==> config.mk <==
export PLATFORM = sky130hd
export DESIGN_NAME = dct_demod_ctrl
export DESIGN_NICKNAME = d
export VERILOG_FILES = /design/src/pkg/dct_pkg.sv /design/src/dct_sync.sv /design/src/dct_demod_ctrl.sv
export SDC_FILE = /design/constraint.sdc
export NUM_CORES = 1
export LEC_CHECK = 0
export ABC_AREA = 1
export BUFFER_PORTS_ARGS = -buffer_cell sky130_fd_sc_hd__buf_2
export CORE_MARGIN = 5
export CORE_UTILIZATION = 49
export CTS_BUF_LIST = sky130_fd_sc_hd__clkbuf_16
export CTS_CLUSTER_DIAMETER = 120
export DETAILED_ROUTE_END_ITERATION = 12
export HOLD_SLACK_MARGIN = 0.1
export PLACE_DENSITY_LB_ADDON = 0.25
export SYNTH_ARGS = -nofsm -noshare
export SYNTH_HDL_FRONTEND = slang
export SYNTH_SLANG_ARGS = --single-unit
export TNS_END_PERCENT = 30
==> constraint.sdc <==
create_clock -name clk -period 1.5 [get_ports clk]
set_input_delay 0.3 -clock clk [delete_from_list [all_inputs] [get_ports clk]]
set_output_delay 0.3 -clock clk [all_outputs]
set_load 0.01 [all_outputs]
==> src/pkg/dct_pkg.sv <==
// Purpose: constants for demodulator config and test-mode control
// Assumes: serial words arrive as 8-bit frames after an interface reset
// Notes:   config page write = 2'b01 prefix, 2-bit page, 4 data bits
package dct_pkg;
  localparam logic [1:0] CMD_PAGE_PREFIX  = 2'h1;
  localparam logic [7:0] CMD_ANALOG_TEST_OUTPUT_COMMAND  = 8'h21;
  localparam logic [7:0] CMD_TEST_OFF     = 8'h10;
  localparam int         PAGE_HI          = 5;
  localparam int         PAGE_LO          = 4;
  localparam logic [1:0] PAGE_GAIN_FILT   = 2'h0;
  localparam logic [1:0] PAGE_HYST        = 2'h1;
  localparam logic [1:0] PAGE_ACQ         = 2'h2;
  localparam logic [1:0] PAGE_LP_BYPASS   = 2'h3;
  localparam int         BIT_FILTER_LOW   = 0;
  localparam int         BIT_FILTER_HIGH  = 1;
  localparam int         BIT_GAIN_LOW     = 2;
  localparam int         BIT_GAIN_HIGH    = 3;
  localparam int         BIT_HYSTERESIS   = 0;
  localparam int         BIT_ACQUIRE      = 0;
  localparam int         BIT_LP_BYPASS    = 3;
  localparam logic [3:0] PAGE_RESET       = 4'h0;
  localparam int         AMP_W            = 8;
  localparam int         SHIFT_W          = 8;
endpackage : dct_pkg

==> src/dct_sync.sv <==
// Purpose: two-flop synchroniser for one level
// Assumes: d is asynchronous to clk
// Notes:   first stage read only by second stage
`timescale 1ns/1ns
module dct_sync (
  // clock and reset
  input  wire logic clk,
  input  wire logic srst,
  // level
  input  wire logic d,
  output logic      q
);
  logic meta_q;
  always_ff @(posedge clk) begin
    if (srst) begin
      meta_q <= 1'b0;
      q      <= 1'b0;
    end else begin
      meta_q <= d;
      q      <= meta_q;
    end
  end
endmodule : dct_sync

==> src/dct_demod_ctrl.sv <==
// Purpose: demodulator configuration pages and locked analog test mode
// Assumes: serial shift register, mode pin and amplitude are from outside
// Notes:   host-side search and recovery routines are not in hardware
//
// Notes on behaviour
// - acquire bit holds live amplitude as reference
// - after acquire, flag set if amplitude exceeds reference
// - test mode locked until one mode-pin pulse
// - unlocked 21h command drives comparator flag on pin
// - mode pin is unlock input and comparator flag output
// - test-off command releases the mode pin
// - reset clears test mode and re-locks it
// - page 0 bit1 highpass, bit0 lowpass select
// - filter combinations 10b and 01b also accepted
// - page 3 bit 3 bypasses primary lowpass
// - page 0 upper bits select gain 100..1000
// - page 1 hysteresis bit adds fixed threshold
`timescale 1ns/1ns
module dct_demod_ctrl (
  // clock and reset
  input  wire logic                       clk,
  input  wire logic                       srst,
  // serial command interface, already framed
  input  wire logic                       sif_reset,
  input  wire logic                       cmd_valid,
  input  wire logic [dct_pkg::SHIFT_W-1:0] cmd_word,
  // demodulator analog side, sampled
  input  wire logic [dct_pkg::AMP_W-1:0]  amp_live,
  // mode pin, three signals, and the analog test value
  input  wire logic                       mode_in,
  output logic                            mode_out,
  output logic                            mode_oe_n,
  output logic [dct_pkg::AMP_W-1:0]       analog_test_value,
  // configuration outputs to the analog chain
  output logic                            lowpass_cutoff_select,
  output logic                            highpass_cutoff_select,
  output logic                            gain_select_low,
  output logic                            gain_select_high,
  output logic                            hysteresis_enable,
  output logic                            primary_lowpass_bypass,
  output logic                            acquire_amplitude_bit,
  // status
  output logic                            amplitude_greater_flag,
  output logic                            test_unlocked,
  output logic                            analog_test_active
);

  ////////////////////////////////////////////////////////////////////////////
  // mode pin synchroniser and rising/falling detect
  logic mode_s;
  logic mode_prev_q;
  logic mode_high_seen_q;

  dct_sync u_mode_sync (
    .clk  (clk),
    .srst (srst),
    .d    (mode_in),
    .q    (mode_s)
  );

  wire mode_rise = mode_s & ~mode_prev_q;
  wire mode_fall = ~mode_s & mode_prev_q;

  ////////////////////////////////////////////////////////////////////////////
  // command decode
  wire is_page_wr = cmd_valid & (cmd_word[7:6] == dct_pkg::CMD_PAGE_PREFIX);
  wire [1:0] page_sel = cmd_word[dct_pkg::PAGE_HI:dct_pkg::PAGE_LO];
  wire [3:0] page_data = cmd_word[3:0];
  wire wr_p0 = is_page_wr & (page_sel == dct_pkg::PAGE_GAIN_FILT);
  wire wr_p1 = is_page_wr & (page_sel == dct_pkg::PAGE_HYST);
  wire wr_p2 = is_page_wr & (page_sel == dct_pkg::PAGE_ACQ);
  wire wr_p3 = is_page_wr & (page_sel == dct_pkg::PAGE_LP_BYPASS);
  // interface reset qualifies every test command
  logic armed_q;
  wire is_anaout = cmd_valid & armed_q & (cmd_word == dct_pkg::CMD_ANALOG_TEST_OUTPUT_COMMAND);
  wire is_off    = cmd_valid & armed_q & (cmd_word == dct_pkg::CMD_TEST_OFF);

  ////////////////////////////////////////////////////////////////////////////
  // configuration pages, four bits each
  logic [3:0] page0_q;
  logic [3:0] page1_q;
  logic [3:0] page2_q;
  logic [3:0] page3_q;

  // one short process per page, so a write never touches a neighbour
  always_ff @(posedge clk) begin
    if (srst) begin
      page0_q <= dct_pkg::PAGE_RESET;
    end else if (wr_p0) begin
      page0_q <= page_data;
    end
  end

  always_ff @(posedge clk) begin
    if (srst) begin
      page1_q <= dct_pkg::PAGE_RESET;
    end else if (wr_p1) begin
      page1_q <= page_data;
    end
  end

  always_ff @(posedge clk) begin
    if (srst) begin
      page2_q <= dct_pkg::PAGE_RESET;
    end else if (wr_p2) begin
      page2_q <= page_data;
    end
  end

  always_ff @(posedge clk) begin
    if (srst) begin
      page3_q <= dct_pkg::PAGE_RESET;
    end else if (wr_p3) begin
      page3_q <= page_data;
    end
  end

  // any of the four filter combinations passes straight to the switches
  assign lowpass_cutoff_select  = page0_q[dct_pkg::BIT_FILTER_LOW];
  assign highpass_cutoff_select = page0_q[dct_pkg::BIT_FILTER_HIGH];
  assign gain_select_low        = page0_q[dct_pkg::BIT_GAIN_LOW];
  assign gain_select_high       = page0_q[dct_pkg::BIT_GAIN_HIGH];
  assign hysteresis_enable      = page1_q[dct_pkg::BIT_HYSTERESIS];
  assign primary_lowpass_bypass = page3_q[dct_pkg::BIT_LP_BYPASS];
  assign acquire_amplitude_bit  = page2_q[dct_pkg::BIT_ACQUIRE];

  ////////////////////////////////////////////////////////////////////////////
  // amplitude reference and comparator
  logic [dct_pkg::AMP_W-1:0] amp_ref_q;
  logic                      cmp_q;

  wire amp_gt_ref = amp_live > amp_ref_q;

  // reference follows the live level while acquiring, then freezes
  always_ff @(posedge clk) begin
    if (srst) begin
      amp_ref_q <= '0;
    end else if (acquire_amplitude_bit) begin
      amp_ref_q <= amp_live;
    end
  end

  // flag held low while acquiring so a stale result never shows
  always_ff @(posedge clk) begin
    if (srst) begin
      cmp_q <= 1'b0;
    end else begin
      cmp_q <= ~acquire_amplitude_bit & amp_gt_ref;
    end
  end
  assign amplitude_greater_flag = cmp_q;

  ////////////////////////////////////////////////////////////////////////////
  // test-mode lock and analog output
  logic unlock_q;
  logic ana_q;
  logic [dct_pkg::AMP_W-1:0] ana_val_q;

  // pin edges are ignored while driving, our own output is not a pulse
  wire pulse_start = ~ana_q & mode_rise;
  wire pulse_end   = ~ana_q & mode_fall & mode_high_seen_q;
  wire ana_set     = is_anaout & unlock_q;
  wire ana_clr     = is_off;

  // pin edge tracking and the one-time unlock
  always_ff @(posedge clk) begin
    if (srst) begin
      mode_prev_q      <= 1'b0;
      mode_high_seen_q <= 1'b0;
      unlock_q         <= 1'b0;
    end else begin
      mode_prev_q <= ana_q ? 1'b0 : mode_s;
      if (pulse_start) mode_high_seen_q <= 1'b1;
      if (pulse_end) unlock_q <= 1'b1;
    end
  end

  // interface reset arms exactly one following command; set wins
  always_ff @(posedge clk) begin
    if (srst) begin
      armed_q <= 1'b0;
    end else begin
      if (sif_reset) armed_q <= 1'b1;
      else if (cmd_valid) armed_q <= 1'b0;
    end
  end

  // set and clear cannot meet: the two command codes differ
  always_ff @(posedge clk) begin
    if (srst) begin
      ana_q <= 1'b0;
    end else begin
      if (ana_set) ana_q <= 1'b1;
      else if (ana_clr) ana_q <= 1'b0;
    end
  end

  // sampled code of the live level, zero outside test mode
  always_ff @(posedge clk) begin
    if (srst) begin
      ana_val_q <= '0;
    end else begin
      ana_val_q <= ana_q ? amp_live : '0;
    end
  end

  // analog level leaves as a sampled code, pin driven only in test mode
  assign mode_oe_n          = ~ana_q;
  assign mode_out           = ana_q & cmp_q;
  assign analog_test_value  = ana_val_q;
  assign test_unlocked      = unlock_q;
  assign analog_test_active = ana_q;

endmodule : dct_demod_ctrl

* Word-level counts from Yosys, hierarchy flattened
Index checks and enable logic that the tools add are counted.
** Word-level totals
- Register bits after elaboration :: 34
- Memories kept :: 0
- Bits in writable memories :: 0
- Logic and storage cells :: 50
- Bits of input ports :: 21
- Output and inout port bits :: 20
- Bits in latches :: 0
- ROM bits :: 0
** Operators by class
- Magnitude comparators :: 1
- Shifts and indexed selects :: 0
- $add $sub $neg :: 0
- Equality and inequality tests :: 6
- Mux-type cells :: 4
- Div/mod/pow operators :: 0
- Reductions and logical operators :: 5
- Multiply operators :: 0
- Bitwise operators :: 20
** Operator list (count)
- $and 1x1->1 :: 16
- $eq 8x5->1 const B :: 1
- $eq 8x6->1 const B :: 1
- $gt 8x8->1 :: 1
- $eq 2x1->1 const B :: 2
- $eq 2x2->1 const B :: 2
- $mux 1 :: 4
- $not 1->1 :: 4
- $reduce_bool 2->1 :: 2
- $reduce_or 2->1 :: 2
- $logic_not 2->1 :: 1

* Logic depth before layout (Yosys ltp)
- Depth in word-level cells :: 4
- Mapped depth :: 9
- Depth with buffers taken out :: 9

* Hierarchy
Synthesis repeated with hierarchy kept, for this count alone.
** Unflattened totals
- Cell total of the unflattened synthesis :: 173
- Area, all modules :: 1302.5 sq um
** By module, submodules not included
- dct_demod_ctrl :: times used 1, cells each 167, area an instance 1247.4 sq um, sequential area each 580.6 sq um
- dct_sync :: times used 1, cells each 6, area an instance 55.1 sq um, sequential area each 40.0 sq um

* Worst setup path after synthesis
Ideal clock, no wire load.
- Path kind :: reg2reg
- From :: register amp_ref_q[7] in the netlist's numbering
- To :: register cmp_q, in the netlist amplitude_greater_flag
- Setup time :: 0.117 ns
- Data arrival time :: 0.921 ns
- Setup slack :: 0.462 ns
- Stages on the path, launching flop included :: 6
- Period minus slack after synthesis :: 1.038 ns
- Data required time :: 1.383 ns
- Cell sequence :: dfxtp_1 inv_1 ha_1 a21o_1 nor2_1 a21oi_1
** Between the ends
- Word-level cells in the longest chain between the ends :: 2
** RTL lines
- start: declaration :: line dct_demod_ctrl.sv:129 : logic [dct_pkg::AMP_W-1:0] amp_ref_q;
- start signal: assignment :: line dct_demod_ctrl.sv:139 : amp_ref_q <= amp_live;
- $gt 8x8->1 :: line dct_demod_ctrl.sv:132 : wire amp_gt_ref = amp_live > amp_ref_q;
- $and 1x1->1 :: line dct_demod_ctrl.sv:148 : cmp_q <= ~acquire_amplitude_bit & amp_gt_ref;
- end signal: assignment :: line dct_demod_ctrl.sv:148
- end: declaration :: line dct_demod_ctrl.sv:130 : logic cmp_q;
Every way passes these cells.
A chain may end at the register's enable or synchronous reset.

* Worst setup path in the final report
- From :: register page2_q[0]
- To :: output acquire_amplitude_bit
** RTL lines
- start: declaration :: line dct_demod_ctrl.sv:82 : logic [3:0] page2_q;
- start signal: assignment :: line dct_demod_ctrl.sv:104 : page2_q <= dct_pkg::PAGE_RESET;
- start signal: assignment :: line dct_demod_ctrl.sv:106 : page2_q <= page_data;
- end: declaration :: line dct_demod_ctrl.sv:41 : output logic acquire_amplitude_bit,
No word-level cell between the ends.

==> results.py <==
metrics = {
    "run_status": {
        "status": "complete, no violations",
    },
    "setup_path": {
        "list_of_cells_traversed_by_the_critical_path": "buf_2",
        "reg2reg_depth": 7,
        "timing_worst_setup_path_type": "flop to primary output",
        "critical_path_cell_count": 1,
        "r2r_slack_ps": 370,
        "crit_path_start": "page2_q[0]$_SDFFE_PP0P_",
        "worst_setup_path_endpoint": "acquire_amplitude_bit",
        "critPathLaunchType": "flop",
        "worst-path-max-fanout": 10,
        "critPathCaptureType": "primary output",
        "crit_path_max_incr_delay_ps": 480,
        "crit_required_ps": 1200,
        "critPathBufInv": 1,
        "timing.critical_path.max_delay_family": "flip-flops",
        "critical_path.slowest_cell": "sky130_fd_sc_hd__dfxtp_1",
        "reg2reg_from": "amp_ref_q[7]$_SDFFE_PP0P_",
        "cp.arrival_ps": 950,
        "worstReg2RegEnd": "amplitude_greater_flag$_SDFF_PP0_",
    },
    "floorplan": {
        "initial_core_util_pct": 52.1,
        "rows": 18,
        "die_footprint_um2": 3790,
        "floorplan.die.width_um": 61.6,
        "placeableCoreArea_um2": 2500,
        "design.portCount": 41,
        "fp.dieH_um": 61.6,
    },
    "timing": {
        "grt_setup_unrepaired": "no",
        "period_utilization_post_route_pct": 83.4,
        "final-max-slew-violation-count": 0,
        "setup-tns-final_ps": 0,
        "achievable-frequency_mhz": 799,
        "tightestPinTransition_ps": 312,
        "clock-skew-final_ps": 1.76,
        "max-slew-margin-rel_pct": 79.2,
        "setup_viol_count_final": 0,
        "final-hold-violation-count": 0,
        "period_needed_ps": 1250,
    },
    "final_layout": {
        "ratio_of_cells_with_drive_above_1_in_the_final_layout_pct": 23.2,
        "fin_nets": 248,
        "area_growth_syn_to_layout_pct": 28.5,
        "antenna_cells": 0,
        "fillers": 214,
        "post_layout_util_pct": 67.0,
    },
    "clocking": {
        "clock_latency_ps": 270,
        "cts.root.buffer_cell": "sky130_fd_sc_hd__clkbuf_16",
        "htree_num_levels": 2,
        "clock-sinks": 31,
        "cts.clk_slew.worst_paths_ps": 50,
        "cts_made_buffers": 5,
        "tritoncts": "yes",
        "max-clock-path-buffers": 2,
        "cts.repair.resized": 0,
        "holdBufCountCts": 0,
        "post-cts-setup-buffers": 0,
    },
    "routing": {
        "met2_length_um": 1330,
        "routedLengthMet1_um": 1160,
        "antenna_left": 0,
        "wire_per_inst_um": 11.0,
        "met3_wirelength_um": 218,
        "first_iter_violations": 33,
        "drtPass1Iterations": 4,
        "wirelength_um": 2760,
        "detail_route.vias_per_cell": 4.79,
        "detailroute.via_count": 1198,
        "drcViolationCount": 0,
        "top_signal_layer_used": "met4",
    },
    "logic_synthesis": {
        "syn-instance-count": 173,
        "synth_area_leaders": "sky130_fd_sc_hd__dfxtp_1 (48%), sky130_fd_sc_hd__inv_1 (9.5%), sky130_fd_sc_hd__nor2_1 (8.4%)",
        "synthesis.yosys.warnings": 0,
        "synth.distinct_cells": 18,
        "post_synth_instance_area_um2": 1300,
        "yosysTopAreaCell": "sky130_fd_sc_hd__dfxtp_1",
        "synth.net_count": 202,
        "ys_seq_area_share_pct": 47.6,
        "syn-mean-instance-area_um2": 7.53,
        "postSynthRegisterBits": 31,
        "post-synth-top-area-fraction_pct": 47.6,
    },
    "flow_run": {
        "cap_viol_max_count": 0,
    },
    "power_and_ir_drop": {
        "max-vdd-ir-drop_v": 0.00107,
        "p_per_area_nw_per_um2": 1150,
        "p_leak_nw": 0.883,
    },
    "global_route": {
        "wire_length_of_the_first_global_routing_pass_um": 4600,
        "remaining_global_route_overflow": 0,
        "number_of_antenna_violations_at_the_first_check_in_global_routing": 0,
        "first_global_vias": 1116,
        "grt_max_degree": 11,
        "global_route.usage.total_pct": 17.0,
    },
    "placement": {
        "routabilityCongestion": 0.765,
        "io_buffers": 40,
        "dp.final_hpwl_um": 2130,
    },
    "min_path": {
        "worstHoldPathType": "input port to flop",
    },
}
[synth_stat cells, drive strengths merged]
cell,instances
o21ai,14
buf,3
nand3,4
nand2b,1
ha,8
dfxtp,31
nand2,28
a21o,1
a21oi,15
nor2,30
inv,34
nor3,3
nand4,1
[flip-flops by register name (all words and copies together) (netlist names)]
| register | flops |
|---|---|
| page1_q | 1 |
| mode_prev_q | 1 |
| amp_ref_q | 8 |
| mode_high_seen_q | 1 |
| page2_q | 1 |
| analog_test_value | 8 |
| page0_q | 4 |
| amplitude_greater_flag | 1 |
| analog_test_active | 1 |
| page3_q | 1 |
| u_mode_sync.q | 1 |
| test_unlocked | 1 |
| u_mode_sync.meta_q | 1 |
| armed_q | 1 |
[layout make-up]
cell class / count / area, um^2 / share of cell area [%]
Clock buffer: 5 / 125 / 7.47
Sequential cell: 31 / 621 / 37.1
Clock inverter: 3 / 11.3 / 0.673
Multi-Input combinational cell: 105 / 537 / 32.1
Timing Repair Buffer: 42 / 215 / 12.9
Tap cell: 30 / 37.5 / 2.24
Inverter: 34 / 128 / 7.62
[layer usage]
metal	up-vias	GRT usage, %
met3	8	7.34
met4	0	8.48
li1	626	-
met2	31	27.4
met5	-	0
met1	533	19.1
[report_power, final]
part | total (mW) | leakage [nW] | internal [mW] | switching [mW]
Combinational | 0.146 | 0.561 | 0.0616 | 0.0844
Sequential | 0.854 | 0.251 | 0.844 | 0.00950
Clock | 0.920 | 0.0701 | 0.594 | 0.326
Total | 1.92 | 0.883 | 1.50 | 0.420
[worst min-delay path, stage by stage]
cell	delay [ps]
sky130_fd_sc_hd__buf_2	80
sky130_fd_sc_hd__inv_1	30
sky130_fd_sc_hd__nor2_1	70
[per-stage QoR]
stage	instance area, um^2	setup slack [ps]	std cells	hold WS (ps)	power, mW
6_report	1670	248	250	239	1.92
5_1_grt	1670	199	250	250	2.03
4_1_cts	1670	236	250	232	1.95
3_5_place_dp	1540	299	242	397	1.02
3_3_place_gp	1540	339	242	396	1.01
2_1_floorplan	1300	462	173	371	0.954
[cell families (layout without fill, tap and decap cells)]
logic type / after synthesis / after routing / share of synthesized area [%]
DFF: 31 / 31 / 47.6
adders and majority gates: 8 / 8 / 7.69
buffers and inverters: 37 / 84 / 11.1
and+or+nand+nor: 67 / 67 / 21.8
AOI/OAI and AO/OA: 30 / 30 / 11.7
[cells in the final DEF (no fill, tap or decap)]
| cell type | n |
|---|---|
| sky130_fd_sc_hd__inv_2 | 1 |
| sky130_fd_sc_hd__clkinv_1 | 2 |
| sky130_fd_sc_hd__o21ai_0 | 14 |
| sky130_fd_sc_hd__buf_4 | 2 |
| sky130_fd_sc_hd__nor2_2 | 1 |
| sky130_fd_sc_hd__nand3_1 | 3 |
| sky130_fd_sc_hd__nand2b_1 | 1 |
| sky130_fd_sc_hd__nand4_1 | 1 |
| sky130_fd_sc_hd__nand3_2 | 1 |
| sky130_fd_sc_hd__nor3_1 | 2 |
| sky130_fd_sc_hd__a21oi_1 | 15 |
| sky130_fd_sc_hd__buf_2 | 40 |
| sky130_fd_sc_hd__clkbuf_16 | 5 |
| sky130_fd_sc_hd__ha_1 | 8 |
| sky130_fd_sc_hd__inv_1 | 34 |
| sky130_fd_sc_hd__nor3_4 | 1 |
| sky130_fd_sc_hd__nor2_1 | 29 |
| sky130_fd_sc_hd__dfxtp_1 | 31 |
| sky130_fd_sc_hd__nand2_1 | 28 |
| sky130_fd_sc_hd__a21o_1 | 1 |
[worst min-delay path by stage]
stage | cells past startpoint | end | start
6_report | 3 | u_mode_sync.meta_q$_SDFF_PP0_ | mode_in
5_1_grt | 3 | armed_q$_SDFFE_PP0P_ | sif_reset
4_1_cts | 3 | u_mode_sync.meta_q$_SDFF_PP0_ | mode_in
3_5_place_dp | 2 | u_mode_sync.q$_SDFF_PP0_ | u_mode_sync.meta_q$_SDFF_PP0_
3_3_place_gp | 2 | u_mode_sync.q$_SDFF_PP0_ | u_mode_sync.meta_q$_SDFF_PP0_
2_1_floorplan | 1 | u_mode_sync.meta_q$_SDFF_PP0_ | srst
No activity file was read; power rests on OpenSTA's default activity.
